==> src/hdl/lcr_link_capabilities_map.vh <==
// Constants for the link capabilities register: offsets, field layout, defaults and loads.
`ifndef LCR_LINK_CAPABILITIES_MAP_VH
`define LCR_LINK_CAPABILITIES_MAP_VH

// ------------------------------------------------------------------
// Register offset in configuration space.
// ------------------------------------------------------------------
`define LCR_LINK_CAPABILITIES_OFFSET 12'h0ec

// ------------------------------------------------------------------
// Field positions inside the 32-bit register.
// ------------------------------------------------------------------
`define LCR_SPEED_LSB 0
`define LCR_SPEED_MSB 3
`define LCR_WIDTH_LSB 4
`define LCR_WIDTH_MSB 9
`define LCR_ASPM_LSB 10
`define LCR_ASPM_MSB 11
`define LCR_L0S_LSB 12
`define LCR_L0S_MSB 14
`define LCR_L1_LSB 15
`define LCR_L1_MSB 17
`define LCR_RSVD18_BIT 18
`define LCR_SDERR_BIT 19
`define LCR_DLLACT_BIT 20
`define LCR_RSVD_HI_LSB 21
`define LCR_RSVD_HI_MSB 23
`define LCR_PORT_LSB 24
`define LCR_PORT_MSB 31

// ------------------------------------------------------------------
// Fixed values and reset defaults.
// ------------------------------------------------------------------
`define LCR_SPEED_2G5 4'h1
`define LCR_WIDTH_X1 6'h01
`define LCR_ASPM_DEFAULT 2'h3
`define LCR_L0S_DEFAULT 3'h1
`define LCR_L1_DEFAULT 3'h6
`define LCR_SDERR_VALUE 1'h0
`define LCR_DLLACT_VALUE 1'h0
`define LCR_PORT_DEFAULT 8'h00

// ------------------------------------------------------------------
// Nonvolatile word addresses and field positions within the words.
// ------------------------------------------------------------------
`define LCR_NVM_LAT_WORD 8'h18
`define LCR_NVM_ASPM_WORD 8'h1a
`define LCR_NVM_L0S_COM_LSB 0
`define LCR_NVM_L0S_COM_MSB 2
`define LCR_NVM_L0S_SEP_LSB 3
`define LCR_NVM_L0S_SEP_MSB 5
`define LCR_NVM_L1_LSB 6
`define LCR_NVM_L1_MSB 8
`define LCR_NVM_ASPM_LSB 2
`define LCR_NVM_ASPM_MSB 3

`endif

==> src/hdl/lcr_link_capabilities.v <==
// Link capabilities register: nonvolatile load, port capture and config access port.
`timescale 1ns/100ps
`include "lcr_link_capabilities_map.vh"


module lcr_link_capabilities #(
  parameter ADDR_W = 12,
  parameter NVM_AW = 8
) (
  input wire clk,
  input wire rst,
  input wire cfg_rd_req,
  input wire cfg_wr_req,
  input wire [ADDR_W-1:0] cfg_addr,
  input wire [31:0] cfg_wr_data,
  input wire [3:0] cfg_byte_en,
  output wire cfg_rd_ack,
  output wire cfg_wr_ack,
  output wire cfg_hit,
  output wire [31:0] cfg_rd_data,
  output wire nvm_req,
  output wire [NVM_AW-1:0] nvm_addr,
  input wire nvm_ack,
  input wire [15:0] nvm_data,
  output wire nvm_loaded,
  input wire common_clk_cfg,
  input wire link_training,
  input wire port_num_valid,
  input wire [7:0] port_num_in
);

  // ------------------------------------------------------------------
  // Loader states.
  // ------------------------------------------------------------------
  localparam [1:0] ST_LAT = 2'h0;
  localparam [1:0] ST_ASPM = 2'h1;
  localparam [1:0] ST_DONE = 2'h2;

  reg [1:0] state_r;
  reg [1:0] state_nxt;
  reg [2:0] l0s_com_r;
  reg [2:0] l0s_com_nxt;
  reg [2:0] l0s_sep_r;
  reg [2:0] l0s_sep_nxt;
  reg [2:0] l1_lat_r;
  reg [2:0] l1_lat_nxt;
  reg [1:0] aspm_r;
  reg [1:0] aspm_nxt;

  reg rd_pend_r;
  reg rd_pend_nxt;
  reg rd_pend_hit_r;
  reg rd_pend_hit_nxt;
  reg rd_ack_r;
  reg rd_ack_nxt;
  reg wr_ack_r;
  reg wr_ack_nxt;
  reg hit_r;
  reg hit_nxt;
  reg [31:0] rd_data_r;
  reg [31:0] rd_data_nxt;

  wire [7:0] port_num;
  wire loaded;
  wire addr_hit;
  wire rd_go;
  wire [2:0] l0s_shown;
  wire [31:0] reg_value;

  assign loaded = (state_r == ST_DONE);
  assign addr_hit = (cfg_addr == `LCR_LINK_CAPABILITIES_OFFSET);

  // ------------------------------------------------------------------
  // Nonvolatile load sequence.
  // ------------------------------------------------------------------
  // Both words are fetched once after reset; the latency word comes first.
  always @* begin
    state_nxt = state_r;
    l0s_com_nxt = l0s_com_r;
    l0s_sep_nxt = l0s_sep_r;
    l1_lat_nxt = l1_lat_r;
    aspm_nxt = aspm_r;
    case (state_r)
      ST_LAT: begin
        if (nvm_ack) begin
          l0s_com_nxt = nvm_data[`LCR_NVM_L0S_COM_MSB:`LCR_NVM_L0S_COM_LSB];
          l0s_sep_nxt = nvm_data[`LCR_NVM_L0S_SEP_MSB:`LCR_NVM_L0S_SEP_LSB];
          l1_lat_nxt = nvm_data[`LCR_NVM_L1_MSB:`LCR_NVM_L1_LSB];
          state_nxt = ST_ASPM;
        end
      end
      ST_ASPM: begin
        if (nvm_ack) begin
          aspm_nxt = nvm_data[`LCR_NVM_ASPM_MSB:`LCR_NVM_ASPM_LSB];
          state_nxt = ST_DONE;
        end
      end
      ST_DONE: begin
        state_nxt = ST_DONE;
      end
      default: begin
        state_nxt = ST_LAT;
      end
    endcase
  end

  always @(posedge clk) begin
    if (rst) begin
      state_r <= ST_LAT;
      l0s_com_r <= `LCR_L0S_DEFAULT;
      l0s_sep_r <= `LCR_L0S_DEFAULT;
      l1_lat_r <= `LCR_L1_DEFAULT;
      aspm_r <= `LCR_ASPM_DEFAULT;
    end else begin
      state_r <= state_nxt;
      l0s_com_r <= l0s_com_nxt;
      l0s_sep_r <= l0s_sep_nxt;
      l1_lat_r <= l1_lat_nxt;
      aspm_r <= aspm_nxt;
    end
  end

  assign nvm_req = (state_r == ST_LAT) || (state_r == ST_ASPM);
  assign nvm_addr = (state_r == ST_ASPM) ? `LCR_NVM_ASPM_WORD : `LCR_NVM_LAT_WORD;
  assign nvm_loaded = loaded;

  // ------------------------------------------------------------------
  // Port number.
  // ------------------------------------------------------------------
  lcr_port_capture #(
    .PORT_W(8)
  ) u_port (
    .clk(clk),
    .rst(rst),
    .link_training(link_training),
    .port_num_valid(port_num_valid),
    .port_num_in(port_num_in),
    .port_num(port_num)
  );

  // ------------------------------------------------------------------
  // Register image.
  // ------------------------------------------------------------------
  // The clock mode is read live, so software changing it is seen on the next read.
  assign l0s_shown = common_clk_cfg ? l0s_com_r : l0s_sep_r;

  assign reg_value[`LCR_SPEED_MSB:`LCR_SPEED_LSB] = `LCR_SPEED_2G5;
  assign reg_value[`LCR_WIDTH_MSB:`LCR_WIDTH_LSB] = `LCR_WIDTH_X1;
  assign reg_value[`LCR_ASPM_MSB:`LCR_ASPM_LSB] = aspm_r;
  assign reg_value[`LCR_L0S_MSB:`LCR_L0S_LSB] = l0s_shown;
  assign reg_value[`LCR_L1_MSB:`LCR_L1_LSB] = l1_lat_r;
  assign reg_value[`LCR_RSVD18_BIT] = 1'h0;
  assign reg_value[`LCR_SDERR_BIT] = `LCR_SDERR_VALUE;
  assign reg_value[`LCR_DLLACT_BIT] = `LCR_DLLACT_VALUE;
  assign reg_value[`LCR_RSVD_HI_MSB:`LCR_RSVD_HI_LSB] = 3'h0;
  assign reg_value[`LCR_PORT_MSB:`LCR_PORT_LSB] = port_num;

  // ------------------------------------------------------------------
  // Configuration access port.
  // ------------------------------------------------------------------
  // The first read that arrives before the load ends is parked, not answered with
  // defaults; its requester just sees a longer completion time, and reads arriving while it waits are dropped.
  assign rd_go = loaded && (cfg_rd_req || rd_pend_r);

  always @* begin
    rd_pend_nxt = rd_pend_r;
    rd_pend_hit_nxt = rd_pend_hit_r;
    rd_ack_nxt = 1'h0;
    wr_ack_nxt = 1'h0;
    hit_nxt = hit_r;
    rd_data_nxt = rd_data_r;
    if (cfg_rd_req && !rd_pend_r && !loaded) begin
      rd_pend_nxt = 1'h1;
      rd_pend_hit_nxt = addr_hit;
    end
    if (rd_go) begin
      rd_pend_nxt = 1'h0;
      rd_ack_nxt = 1'h1;
      hit_nxt = rd_pend_r ? rd_pend_hit_r : addr_hit;
      rd_data_nxt = (rd_pend_r ? rd_pend_hit_r : addr_hit) ? reg_value : 32'h0000_0000;
    end else if (cfg_wr_req) begin
      // Write data and byte enables are accepted and dropped.
      wr_ack_nxt = 1'h1;
      hit_nxt = addr_hit;
    end
  end

  always @(posedge clk) begin
    if (rst) begin
      rd_pend_r <= 1'h0;
      rd_pend_hit_r <= 1'h0;
      rd_ack_r <= 1'h0;
      wr_ack_r <= 1'h0;
      hit_r <= 1'h0;
      rd_data_r <= 32'h0000_0000;
    end else begin
      rd_pend_r <= rd_pend_nxt;
      rd_pend_hit_r <= rd_pend_hit_nxt;
      rd_ack_r <= rd_ack_nxt;
      wr_ack_r <= wr_ack_nxt;
      hit_r <= hit_nxt;
      rd_data_r <= rd_data_nxt;
    end
  end

  assign cfg_rd_ack = rd_ack_r;
  assign cfg_wr_ack = wr_ack_r;
  assign cfg_hit = hit_r;
  assign cfg_rd_data = rd_data_r;

endmodule

==> src/hdl/lcr_port_capture.v <==
// Port number holding register loaded while link training runs.
`timescale 1ns/100ps
`include "lcr_link_capabilities_map.vh"

module lcr_port_capture #(
  parameter PORT_W = 8
) (
  input wire clk,
  input wire rst,
  input wire link_training,
  input wire port_num_valid,
  input wire [PORT_W-1:0] port_num_in,
  output wire [PORT_W-1:0] port_num
);

  reg [PORT_W-1:0] port_num_r;
  reg [PORT_W-1:0] port_num_nxt;

  // ------------------------------------------------------------------
  // Capture.
  // ------------------------------------------------------------------
  // Outside training the number is frozen, so a stray strobe cannot move it.
  always @* begin
    port_num_nxt = port_num_r;
    if (link_training && port_num_valid) begin
      port_num_nxt = port_num_in;
    end
  end

  always @(posedge clk) begin
    if (rst) begin
      port_num_r <= `LCR_PORT_DEFAULT;
    end else begin
      port_num_r <= port_num_nxt;
    end
  end

  assign port_num = port_num_r;

endmodule

==> config.mk <==
export PLATFORM = sky130hd
export DESIGN_NAME = lcr_link_capabilities
export DESIGN_NICKNAME = d
export VERILOG_FILES = /design/src/hdl/lcr_link_capabilities.v /design/src/hdl/lcr_port_capture.v
export VERILOG_INCLUDE_DIRS = /design/src /design/src/hdl
export SDC_FILE = /design/constraint.sdc
export NUM_CORES = 1
export LEC_CHECK = 0
export ABC_CLOCK_PERIOD_IN_PS = 1670
export BUFFER_PORTS_ARGS = -buffer_cell sky130_fd_sc_hd__buf_2
export CAP_MARGIN = 20
export CELL_PAD_IN_SITES_DETAIL_PLACEMENT = 1
export CELL_PAD_IN_SITES_GLOBAL_PLACEMENT = 1
export CORE_UTILIZATION = 29
export DETAILED_ROUTE_END_ITERATION = 16
export PLACE_DENSITY = 0.78
export SYNTH_ARGS = -nofsm -noshare
export SYNTH_HDL_FRONTEND = slang
export SYNTH_SLANG_ARGS = --single-unit
==> constraint.sdc <==
create_clock -name clk -period 1.67 [get_ports clk]
set_input_delay 0.0835 -clock clk [delete_from_list [all_inputs] [get_ports clk]]
set_output_delay 0.0835 -clock clk [all_outputs]
set_load 0.01 [all_outputs]
Word level (Yosys, flattened, before mapping)
Index checks and enable logic that the tools add are counted.
- flip-flop bits (word level): 58
- input port bits: 80
- output and inout port bits: 45
- word-level logic and storage cells: 42
- eq/ne operators: 5
- multiplexer cells: 11
- reductions and logical operators: 14
- operators with widths (kind ; number):
    two-way mux 32 bit ; 1
    == test 12 x 8 -> 1 bit, second input constant ; 1
    two-way mux 2 bit ; 3
    one-hot mux 2 bit (3 select lines) ; 1
    AND reduction 2 bit ; 3
    two-way mux 1 bit ; 5
    logical AND 1 bit ; 4
    != test 2 bit, second input constant ; 2
    two-way mux 3 bit ; 1
    == test 2 x 1 -> 1 bit, second input constant ; 1
    == test 2 bit, second input constant ; 1
    logical NOT 1 bit ; 2
    logical NOT 2 bit ; 1
    logical OR 1 bit ; 2
    nonzero test 2 bit ; 1
    OR reduction 2 bit ; 1

Depth between registers and ports, before layout
Gate-level depths: netlist of run 1.
- depth after elaboration: 3
- depth in mapped cells: 7
- gate-level depth less buffers: 6

By module
From an unflattened synthesis of run 1, not the netlist that was laid out.
- cells, all modules: 198
- area total of the unflattened synthesis: 1956.9 sq um
- by module, submodules not included (module ; instances ; cells an instance ; area an instance (sq um) ; sequential area each (sq um)):
    lcr_link_capabilities ; 1 ; 161 ; 1590.3 ; 700.7
    lcr_port_capture ; 1 ; 37 ; 366.6 ; 160.2

Worst setup path before layout of run 1
No wires, ideal clock.
- kind: flip-flop to flip-flop
- start point: register state_r[0]
- end point: register rd_data_r[27] (netlist: cfg_rd_data[27])
- library setup time: 0.117 ns
- arrival time: 1.403 ns
- path slack: 0.150 ns
- cell stages (with the launch flop): 8
- buffers on the path: 2
- cells stage by stage: dfxtp_1 -> inv_1 -> ha_1 -> buf_2 -> o21a_1 -> nor2_2 -> buf_4 -> a32o_2
- word-level cells in the longest chain between the ends: 2
- RTL lines (what ; RTL line ; source):
    start, declared ; lcr_link_capabilities.v:39 ; reg [1:0] state_r;
    start signal, assigned ; lcr_link_capabilities.v:115 ; state_r <= state_nxt;
    == test 2 bit ; lcr_link_capabilities.v:70 ; assign loaded = (state_r == ST_DONE);
    named net nvm_loaded ; lcr_link_capabilities.v:25 ; output wire nvm_loaded,
    logical AND 1 bit ; lcr_link_capabilities.v:163 ; assign rd_go = loaded && (cfg_rd_req || rd_pend_r);
    end signal, assigned ; lcr_link_capabilities.v:202 ; rd_data_r <= rd_data_nxt;
    end, declared ; lcr_link_capabilities.v:60 ; reg [31:0] rd_data_r;
The timed path passes the listed nets, and every way through them passes these cells.
A chain may end at the register's enable or synchronous reset.

Worst setup path in the final report of run 1
- start point: register state_r[0]
- end point: register rd_data_r[14] (netlist: cfg_rd_data[14])
- word-level cells in the longest chain between the ends: 2
- RTL lines (what ; RTL line):
    == test 2 bit ; lcr_link_capabilities.v:70
    logical AND 1 bit ; lcr_link_capabilities.v:163
Every way passes these cells.

==> results.toml, run 1 <==
[run_status]
status = "finished clean"

[route]
vias_per_cell = 4.71
post_drt_wl_per_cell_um = 13.4
postRouteAntennaNets = 0
drt-initial-drc-count = 35
vias = 1568
totalWireLength_um = 4470
remaining_drc_errors = 0
dr.pass1.iters = 4

[die]
die_area_um2 = 6880
die_w_um = 83.0
die_h_um = 83.0
io_pins = 125
core-area_um2 = 6350
rows = 29
start_util = 0.299

[clock_tree]
clockBufferDepth = 2
cts_tree = "yes"
cts.sinks = 43
worstSkewPairLatency_ns = 0.29
clk_pin_slew_ns = 0.08
htree_levels = 2
cts_buffers = 5
cts_root_buf = "clkbuf_8"

[worst_hold_path]
hp-start = "nvm_data[8]"
hold_class = "input pin to register"

[timing]
finalCriticalPeriod_ns = 1.48
layout_worst_path_cycle_share = 0.887
finalSetupViolations = 0
skew_ns = 0.00601
rsz0062_at_grt = "false"
fmax_mhz = 675
hold_viol_final = 0
hold_slack_ns = 0.0180
slew_violations = 0

[power_and_ir_drop]
pwr-share-clk = 0.331
power.share.combinational = 0.163
p_switching_w = 0.000587
p_int_w = 0.00159
power.density_nw_per_um2 = 951
max-vdd-ir-drop_v = 0.000343
p_seq_frac = 0.506
switching_share = 0.269
p_leak_nw = 1.07

[global_routing]
grt_pass1_vias = 1533
antenna_found_initial = 0
grt_max_degree = 18
grt_pass1_wl_um = 7420
grt-ovfl-total = 0
track_usage = 0.133

[setup_path]
slowest_delay_ns = 0.38
cp_slowest_cell = "nor2_4"
arrival_ns = 1.71
crit_type = "register to register"
rr_startpoint = "state_r[0]"
required_ns = 1.90
crit_start = "state_r[0]"
cp.buffers_inverters = 1
cp_max_fo = 17
path_cells = "inv_1, ha_1, o21a_1, nor2_4, a32o_1"
start_kind = "register"
worst_setup_path_end_kind = "register"
crit_family = "simple AND/OR/NAND/NOR gates"

[logic_synthesis]
synth_common_cells = "43 x dfxtp_1, 30 x nand2_1, 23 x buf_4, 19 x a21oi_1, 10 x nand3_1"
syn_inst = 197
async_reset_ff_frac = 0
ys_seq_area_frac = 0.453
synth-edff-count = 0
synth_warnings = 0
synth-seq-cells = 43
synthTopCellsByArea = "dfxtp_1 45%, buf_4 9.1%, nand2_1 5.9%"
ys.flop_type = "dfxtp_1"
synth_top_area_frac = 0.453
synthMostInstantiatedCell = "dfxtp_1"
yosysTopAreaCell = "dfxtp_1"
synth_area_um2 = 1900
yosysUniqueCellTypes = 35
synth_area_per_cell_um2 = 9.65

[finish]
utilization = 0.361
nets = 338
drive_above_1_share = 0.344
diodes = 0
area_delta_synth_final_pct = 20.6

[placed_design]
gp_congestion = 0.707
portBuffers = 60
place_hpwl_um = 3320

[job]
cap_violations = 0
-- timing repair --
action | 4_1_cts | 5_1_grt
hold endpoints to repair | 1 | 0
resized for setup | 1 | 0
buffers inserted | 1 | 0
endpoints found under the setup margin | 17 | 0
hold buffers | 1 | 0
-- logic make-up (layout without fill, tap and decap cells) --
kind of cell	after synthesis	count (layout)	share of synthesized area
simple gates	63	63	0.190
compound gates	45	45	0.179
flops	43	43	0.453
buf+inv	37	77	0.131
mux	4	4	0.0230
fa+ha+maj	3	3	0.0198
other cells	2	21	0.00395
-- layout by cell type, fill, tap and decap left out, types with 3 or more instances in the layout --
cell type	netlist	layout
a21oi_1	19	19
a32o_1	8	8
a32o_2	8	8
buf_2	1	60
buf_4	23	3
clkbuf_8	0	7
conb_1	2	21
dfxtp_1	43	43
ha_1	3	3
inv_1	4	4
mux2_2	3	3
nand2_1	30	30
nand3_1	10	10
nand3b_1	4	4
-- per-layer routing --
metal	vias to the layer above	global-route usage	wire, um
met1	750	0.166	1990
li1	771	-	-
met4	0	0.0329	23
met5	-	0	0
met2	45	0.228	2220
met3	2	0.0358	234
-- power groups by stage --
stage	sequential [W]	clock [W]	combinational, W
2_1_floorplan	0.00112	0	0.000269
3_3_place_gp	0.00113	0	0.000335
3_5_place_dp	0.00113	0	0.000352
4_1_cts	0.00110	0.000753	0.000358
5_1_grt	0.00111	0.000795	0.000395
6_report	0.00110	0.000721	0.000355
-- worst reg2reg max path, cell delays in order (launching register included) --
cell and delay (ns):
dfxtp_1 0.34, inv_1 0.07, ha_1 0.25, o21a_1 0.17, nor2_4 0.38, a32o_1 0.21
-- through the flow --
stage / std cells / setup TNS, ns / cell area, um^2 / setup slack (ns) / power (W)
after CTS: 333 / 0 / 2290 / 0.173 / 0.00222
after detailed placement: 323 / -0.664 / 2160 / -0.0704 / 0.00148
final: 333 / 0 / 2290 / 0.189 / 0.00218
after global placement: 323 / 0 / 2160 / 0.00368 / 0.00146
after global routing: 333 / 0 / 2290 / 0.0306 / 0.00230
after floorplan: 216 / 0 / 1970 / 0.150 / 0.00139
-- sequential cells by signal, summed over array words and instances, names as in the netlist --
signal	cells
cfg_rd_data	17
u_port.port_num	8
l0s_com_r	3
l0s_sep_r	3
l1_lat_r	3
aspm_r	2
state_r	2
cfg_hit	1
cfg_rd_ack	1
cfg_wr_ack	1
rd_pend_hit_r	1
rd_pend_r	1
-- cell type report --
class / count / area (um^2)
clock buffers: 8 / 100
fillers: 767 / 4060
inverters: 4 / 15.0
multi-input cells: 136 / 867
flip-flops and latches: 43 / 861
well taps: 77 / 96.3
repair buffers: 65 / 353
-- worst paths after layout --
kind / to / slack [ns] / depth (start not counted)
setup / recovery: cfg_rd_data[14] / 0.19 / 5
hold reg to reg: l0s_sep_r[1] / 0.46 / 2
setup reg to reg: cfg_rd_data[14] / 0.19 / 5
hold / removal: l1_lat_r[2] / 0.02 / 3
No activity file was read; power rests on OpenSTA's default activity.
==> inputs of run 2 (changes only) <==
--- a/config.mk
+++ b/config.mk
@@ -9,11 +9,9 @@
 export ABC_CLOCK_PERIOD_IN_PS = 1670
 export BUFFER_PORTS_ARGS = -buffer_cell sky130_fd_sc_hd__buf_2
 export CAP_MARGIN = 20
-export CELL_PAD_IN_SITES_DETAIL_PLACEMENT = 1
-export CELL_PAD_IN_SITES_GLOBAL_PLACEMENT = 1
-export CORE_UTILIZATION = 29
+export CORE_UTILIZATION = 35
 export DETAILED_ROUTE_END_ITERATION = 16
-export PLACE_DENSITY = 0.78
+export PLACE_DENSITY = 0.68
 export SYNTH_ARGS = -nofsm -noshare
 export SYNTH_HDL_FRONTEND = slang
 export SYNTH_SLANG_ARGS = --single-unit
==> run 2 against run 1 <==
Compared with the run above:
- combinational power down 4%
- first-iteration DRC count down 2.9%
- die area down 17%
- power down 3.1%
- largest power group unchanged
- highest routed layer unchanged
==> results.toml, run 2 (same netlist as run 1, synthesis figures left out) <==
[run_status]
status = "finished clean"

[timing]
finalSetupViolations = 0
skew_ns = 0.00568
tns_ns = 0
finalCriticalPeriod_ns = 1.41
rsz0062_at_grt = "false"
setup_slack_ns = 0.259
layout_worst_path_cycle_share = 0.845
fmax_mhz = 709
slew_violations = 0
hold_viol_final = 0

[placed_design]
place_hpwl_um = 2770
portBuffers = 60
post-place-ws_ns = 0.0172
placedCellCount = 316
gp_congestion = 0.731

[worst_hold_path]
hold_end = "l1_lat_r[2]"
hp-start = "nvm_data[8]"
hold_class = "input pin to register"
min_path_cells = 3

[global_routing]
grt_pass1_vias = 1239
antenna_found_initial = 0
grt_pass1_wl_um = 5870
grt-ovfl-total = 0
grt_max_degree = 18
track_usage = 0.140

[power_and_ir_drop]
p_leak_nw = 1.07
power.density_nw_per_um2 = 930
max-vdd-ir-drop_v = 0.000436

[setup_path]
rr_endpoint = "rd_pend_hit_r"
start_kind = "register"
r2r_slack_ns = 0.26
crit_start = "state_r[0]"
cp_max_fo = 9
rr_startpoint = "state_r[0]"
worst_setup_path_end_kind = "register"
crit_type = "register to register"
rr_worst_depth = 6
arrival_ns = 1.64
required_ns = 1.90

[die]
die_area_um2 = 5730
die_w_um = 75.7
io_pins = 125
core-area_um2 = 5170
rows = 26
start_util = 0.367
die_h_um = 75.7

[clock_tree]
cts_root_buf = "clkbuf_8"
htree_levels = 2
clockBufferDepth = 2
cts_tree = "yes"
clk_pin_slew_ns = 0.08
cts_buffers = 5
worstSkewPairLatency_ns = 0.29
cts.sinks = 43

[job]
cap_violations = 0

[finish]
drive_above_1_share = 0.345
utilization = 0.439
nets = 338
seq_area_um2 = 861
final_common_cell = "buf_2"
diodes = 0
area_delta_synth_final_pct = 19.5
fin_cells = 325
layout_common_cells = "60 x buf_2, 43 x dfxtp_1, 30 x nand2_1, 21 x conb_1, 19 x a21oi_1"
filler_cell_count = 538
largest_reg_flops = 17
multi_input_area_um2 = 867

[route]
drt-initial-drc-count = 34
post_drt_wl_per_cell_um = 12.0
dr.pass1.iters = 4
remaining_drc_errors = 0
vias_per_cell = 4.71
totalWireLength_um = 3890
postRouteAntennaNets = 0
vias = 1532
-- run 2: changes by cell type in the layout (fill, tap and decap cells not counted), sizes merged --
cell    delta
clkbuf     -2
clkinv     +1
-- run 2: power by group --
part	total (W)	internal, W	switching [W]	leakage (nW)
Clock	0.000667	0.000325	0.000342	0.0470
Sequential	0.00110	0.00108	0.0000269	0.351
Combinational	0.000342	0.000137	0.000204	0.671
Total	0.00211	0.00154	0.000573	1.07
-- run 2: layout make-up --
type,instances,share of cell area
flip-flops and latches,43,0.379
multi-input cells,136,0.382
clock inverters,1,0.00220
repair buffers,65,0.155
well taps,70,0.0386
clock buffers,6,0.0364
inverters,4,0.00661
-- run 2: worst max path at each step --
| stage | endpoint | slack [ns] | cells after the start |
|---|---|---|---|
| 2_1_floorplan | cfg_rd_data[27] | 0.15 | 7 |
| 6_report | rd_pend_hit_r | 0.26 | 6 |
| 4_1_cts | cfg_rd_data[29] | 0.04 | 4 |
| 3_3_place_gp | cfg_wr_ack | 0.05 | 5 |
| 3_5_place_dp | cfg_wr_ack | 0.02 | 5 |
| 5_1_grt | cfg_wr_ack | 0.11 | 5 |
-- run 2: repair_timing --
| action | 4_1_cts | 5_1_grt |
|---|---|---|
| buffers inserted | 0 | 1 |
| gates resized for setup | 1 | 0 |
| hold buffers | 1 | 0 |
| endpoints found under the hold margin | 1 | 0 |
| setup endpoints to repair | 1 | 16 |
-- run 2: through the flow --
step	instance area, um^2	hold WS, ns	power [W]
CTS	2250	0.00310	0.00213
floorplan	1970	0.205	0.00139
finish	2270	0.0143	0.00211
global placement	2150	0.294	0.00146
global route	2270	0.0195	0.00223
detailed placement	2150	0.299	0.00146
-- run 2: worst max-delay path, stage by stage (launching register included) --
cell	delay [ns]
dfxtp_1	0.34
inv_1	0.08
ha_1	0.25
buf_4	0.18
nor3b_1	0.23
nand4_1	0.12
a21oi_1	0.15
-- run 2: routing by layer --
layer	routed length, um	vias to the layer above	global-route usage
met5	0	-	0
met2	1850	48	0.221
met3	238	2	0.0384
met1	1790	707	0.177
met4	13	0	0.0679
li1	-	775	-
==> inputs of run 3 (changes only) <==
--- a/config.mk
+++ b/config.mk
@@ -6,7 +6,7 @@
 export SDC_FILE = /design/constraint.sdc
 export NUM_CORES = 1
 export LEC_CHECK = 0
-export ABC_CLOCK_PERIOD_IN_PS = 1670
+export ABC_CLOCK_PERIOD_IN_PS = 1400
 export BUFFER_PORTS_ARGS = -buffer_cell sky130_fd_sc_hd__buf_2
 export CAP_MARGIN = 20
 export CORE_UTILIZATION = 35
==> constraint.sdc (replaced) <==
create_clock -name clk -period 1.4 [get_ports clk]
set_input_delay 0.07 -clock clk [delete_from_list [all_inputs] [get_ports clk]]
set_output_delay 0.07 -clock clk [all_outputs]
set_load 0.01 [all_outputs]
==> run 3 against run 2 <==
Compared with the run above:
- sequential share of layout area down 1.4 points
- sequential power increased by 20%
- worst setup slack got worse by 0.18 ns
- largest cell class unchanged
- hold slack worse by 0.0074 ns
- first-iteration DRC count increased by 47%
- die area unchanged
- flip-flop and latch count stayed put
- power grew 29%
- via count is 0.13% lower
- largest power group unchanged
- cell area rose by 4.6%
==> results.toml, run 3 (same netlist as run 1, synthesis figures left out) <==
[setup_path]
start_kind = "register"
worst_setup_path_end_kind = "output port"
crit_cells = 5
r2r_slack_ns = 0.11
path_cells = "inv_1, ha_2, nor2_2, inv_1, buf_2"
required_ns = 1.33
crit_type = "register to output port"
slowest_delay_ns = 0.37
crit_family = "flip-flops"
cp_max_fo = 6
cp.buffers_inverters = 3
rr_worst_depth = 6
arrival_ns = 1.25
rr_endpoint = "rd_pend_hit_r"
crit_top_cell = "inv_1"
cp_slowest_cell = "dfxtp_4"
rr_startpoint = "state_r[0]"

[power_and_ir_drop]
p_leak_nw = 1.11
power.density_nw_per_um2 = 1150
max-vdd-ir-drop_v = 0.000451

[route]
post_drt_wl_per_cell_um = 11.7
vias_per_cell = 4.62
totalWireLength_um = 3870
postRouteAntennaNets = 0
remaining_drc_errors = 0
dr.pass1.iters = 4
vias = 1530
drt-initial-drc-count = 50

[job]
cap_violations = 0

[clock_tree]
htree_levels = 2
clockBufferDepth = 2
cts_root_buf = "clkbuf_8"
worstSkewPairLatency_ns = 0.28
cts_tree = "yes"
cts.sinks = 43
clk_pin_slew_ns = 0.08
cts_buffers = 5

[global_routing]
grt_max_degree = 28
grt-ovfl-total = 0
grt_pass1_vias = 1328
grt_pass1_wl_um = 6000
antenna_found_initial = 0
track_usage = 0.139

[finish]
nets = 343
area_delta_synth_final_pct = 25.0
utilization = 0.459
filler_cell_count = 540
layout_common_cells = "60 x buf_2, 41 x dfxtp_1, 30 x nand2_1, 21 x conb_1, 19 x a21oi_1"
diodes = 0
fin_cells = 331
final_common_cell = "buf_2"
largest_reg_flops = 17
drive_above_1_share = 0.387

[timing]
slew_violations = 0
finalCriticalPeriod_ns = 1.32
fmax_mhz = 760
hold_viol_final = 0
skew_ns = 0.00948
rsz0062_at_grt = "false"
finalSetupViolations = 0
layout_worst_path_cycle_share = 0.940

[worst_hold_path]
hold_class = "input pin to register"
hp-start = "nvm_data[8]"
hold_end = "l1_lat_r[2]"
min_path_cells = 3

[placed_design]
placedCellCount = 320
portBuffers = 60
place_hpwl_um = 2880
gp_congestion = 0.747

[die]
rows = 26
die_area_um2 = 5730
core-area_um2 = 5170
io_pins = 125
die_h_um = 75.7
die_w_um = 75.7
start_util = 0.367

[run_status]
status = "finished clean"
==> run 3: cell count changes in the layout (fill, tap and decap cells not counted), moves of 2 or more <==
cell     change
buf_4        +3
ha_1         -3
dfxtp_1      -2
ha_2         +2
nor2_2       +2
==> run 3: power by group <==
part / switching (W) / internal [W] / total, W
Combinational: 0.000251 / 0.000191 / 0.000442
Clock: 0.000396 / 0.000577 / 0.000973
Sequential: 0.0000327 / 0.00129 / 0.00132
==> run 3: metal layers <==
metal	wire, um	track usage	part of all wire
met1	1740	0.182	0.45
met5	0	0	0
met2	1880	0.229	0.49
met3	229	0.0370	0.059
met4	11	0.0309	0.0028
==> run 3: repair_timing <==
action,4_1_cts,5_1_grt
endpoints found under the hold margin,1,1
setup endpoints to repair,17,4
hold buffers,1,1
pin swaps,0,1
resized for setup,1,6
buffers inserted,1,0
==> run 3: cell type report <==
type | instances | area [um^2] | share of cell area
clock buffer | 6 | 82.6 | 0.0348
clock inverter | 2 | 35.0 | 0.0148
inverter | 4 | 15.0 | 0.00632
multi-input combinational | 136 | 883 | 0.372
sequential | 43 | 866 | 0.365
tap | 70 | 87.6 | 0.0369
timing repair buffer | 70 | 405 | 0.171
==> run 3: worst reg2reg max path, stage by stage (launching register included) <==
cell,delay [ns]
dfxtp_2,0.35
inv_2,0.06
ha_4,0.16
buf_4,0.16
nor3b_1,0.22
nand4_1,0.12
a21oi_1,0.16
==> run 3: through the flow <==
step | total power [W] | area (um^2) | TNS (ns) | hold slack (ns) | setup slack (ns)
4_1_cts | 0.00276 | 2350 | 0 | 0.00565 | 0.0157
3_5_place_dp | 0.00178 | 2200 | -0.885 | 0.286 | -0.0679
3_3_place_gp | 0.00177 | 2200 | -0.432 | 0.282 | -0.0343
2_1_floorplan | 0.00167 | 1990 | 0 | 0.191 | 0.00768
6_report | 0.00273 | 2370 | 0 | 0.00681 | 0.0842
5_1_grt | 0.00292 | 2370 | 0 | 0.00400 | 0.0104
==> run 3: worst max path at each step <==
| stage | from | endpoint | slack, ns |
|---|---|---|---|
| 2_1_floorplan | state_r[1] | cfg_rd_data[27] | 0.008 |
| 3_3_place_gp | state_r[1] | cfg_rd_data[11] | -0.03 |
| 3_5_place_dp | state_r[1] | cfg_rd_data[29] | -0.07 |
| 4_1_cts | state_r[1] | nvm_req | 0.02 |
| 5_1_grt | state_r[1] | nvm_req | 0.01 |
| 6_report | state_r[1] | nvm_req | 0.08 |
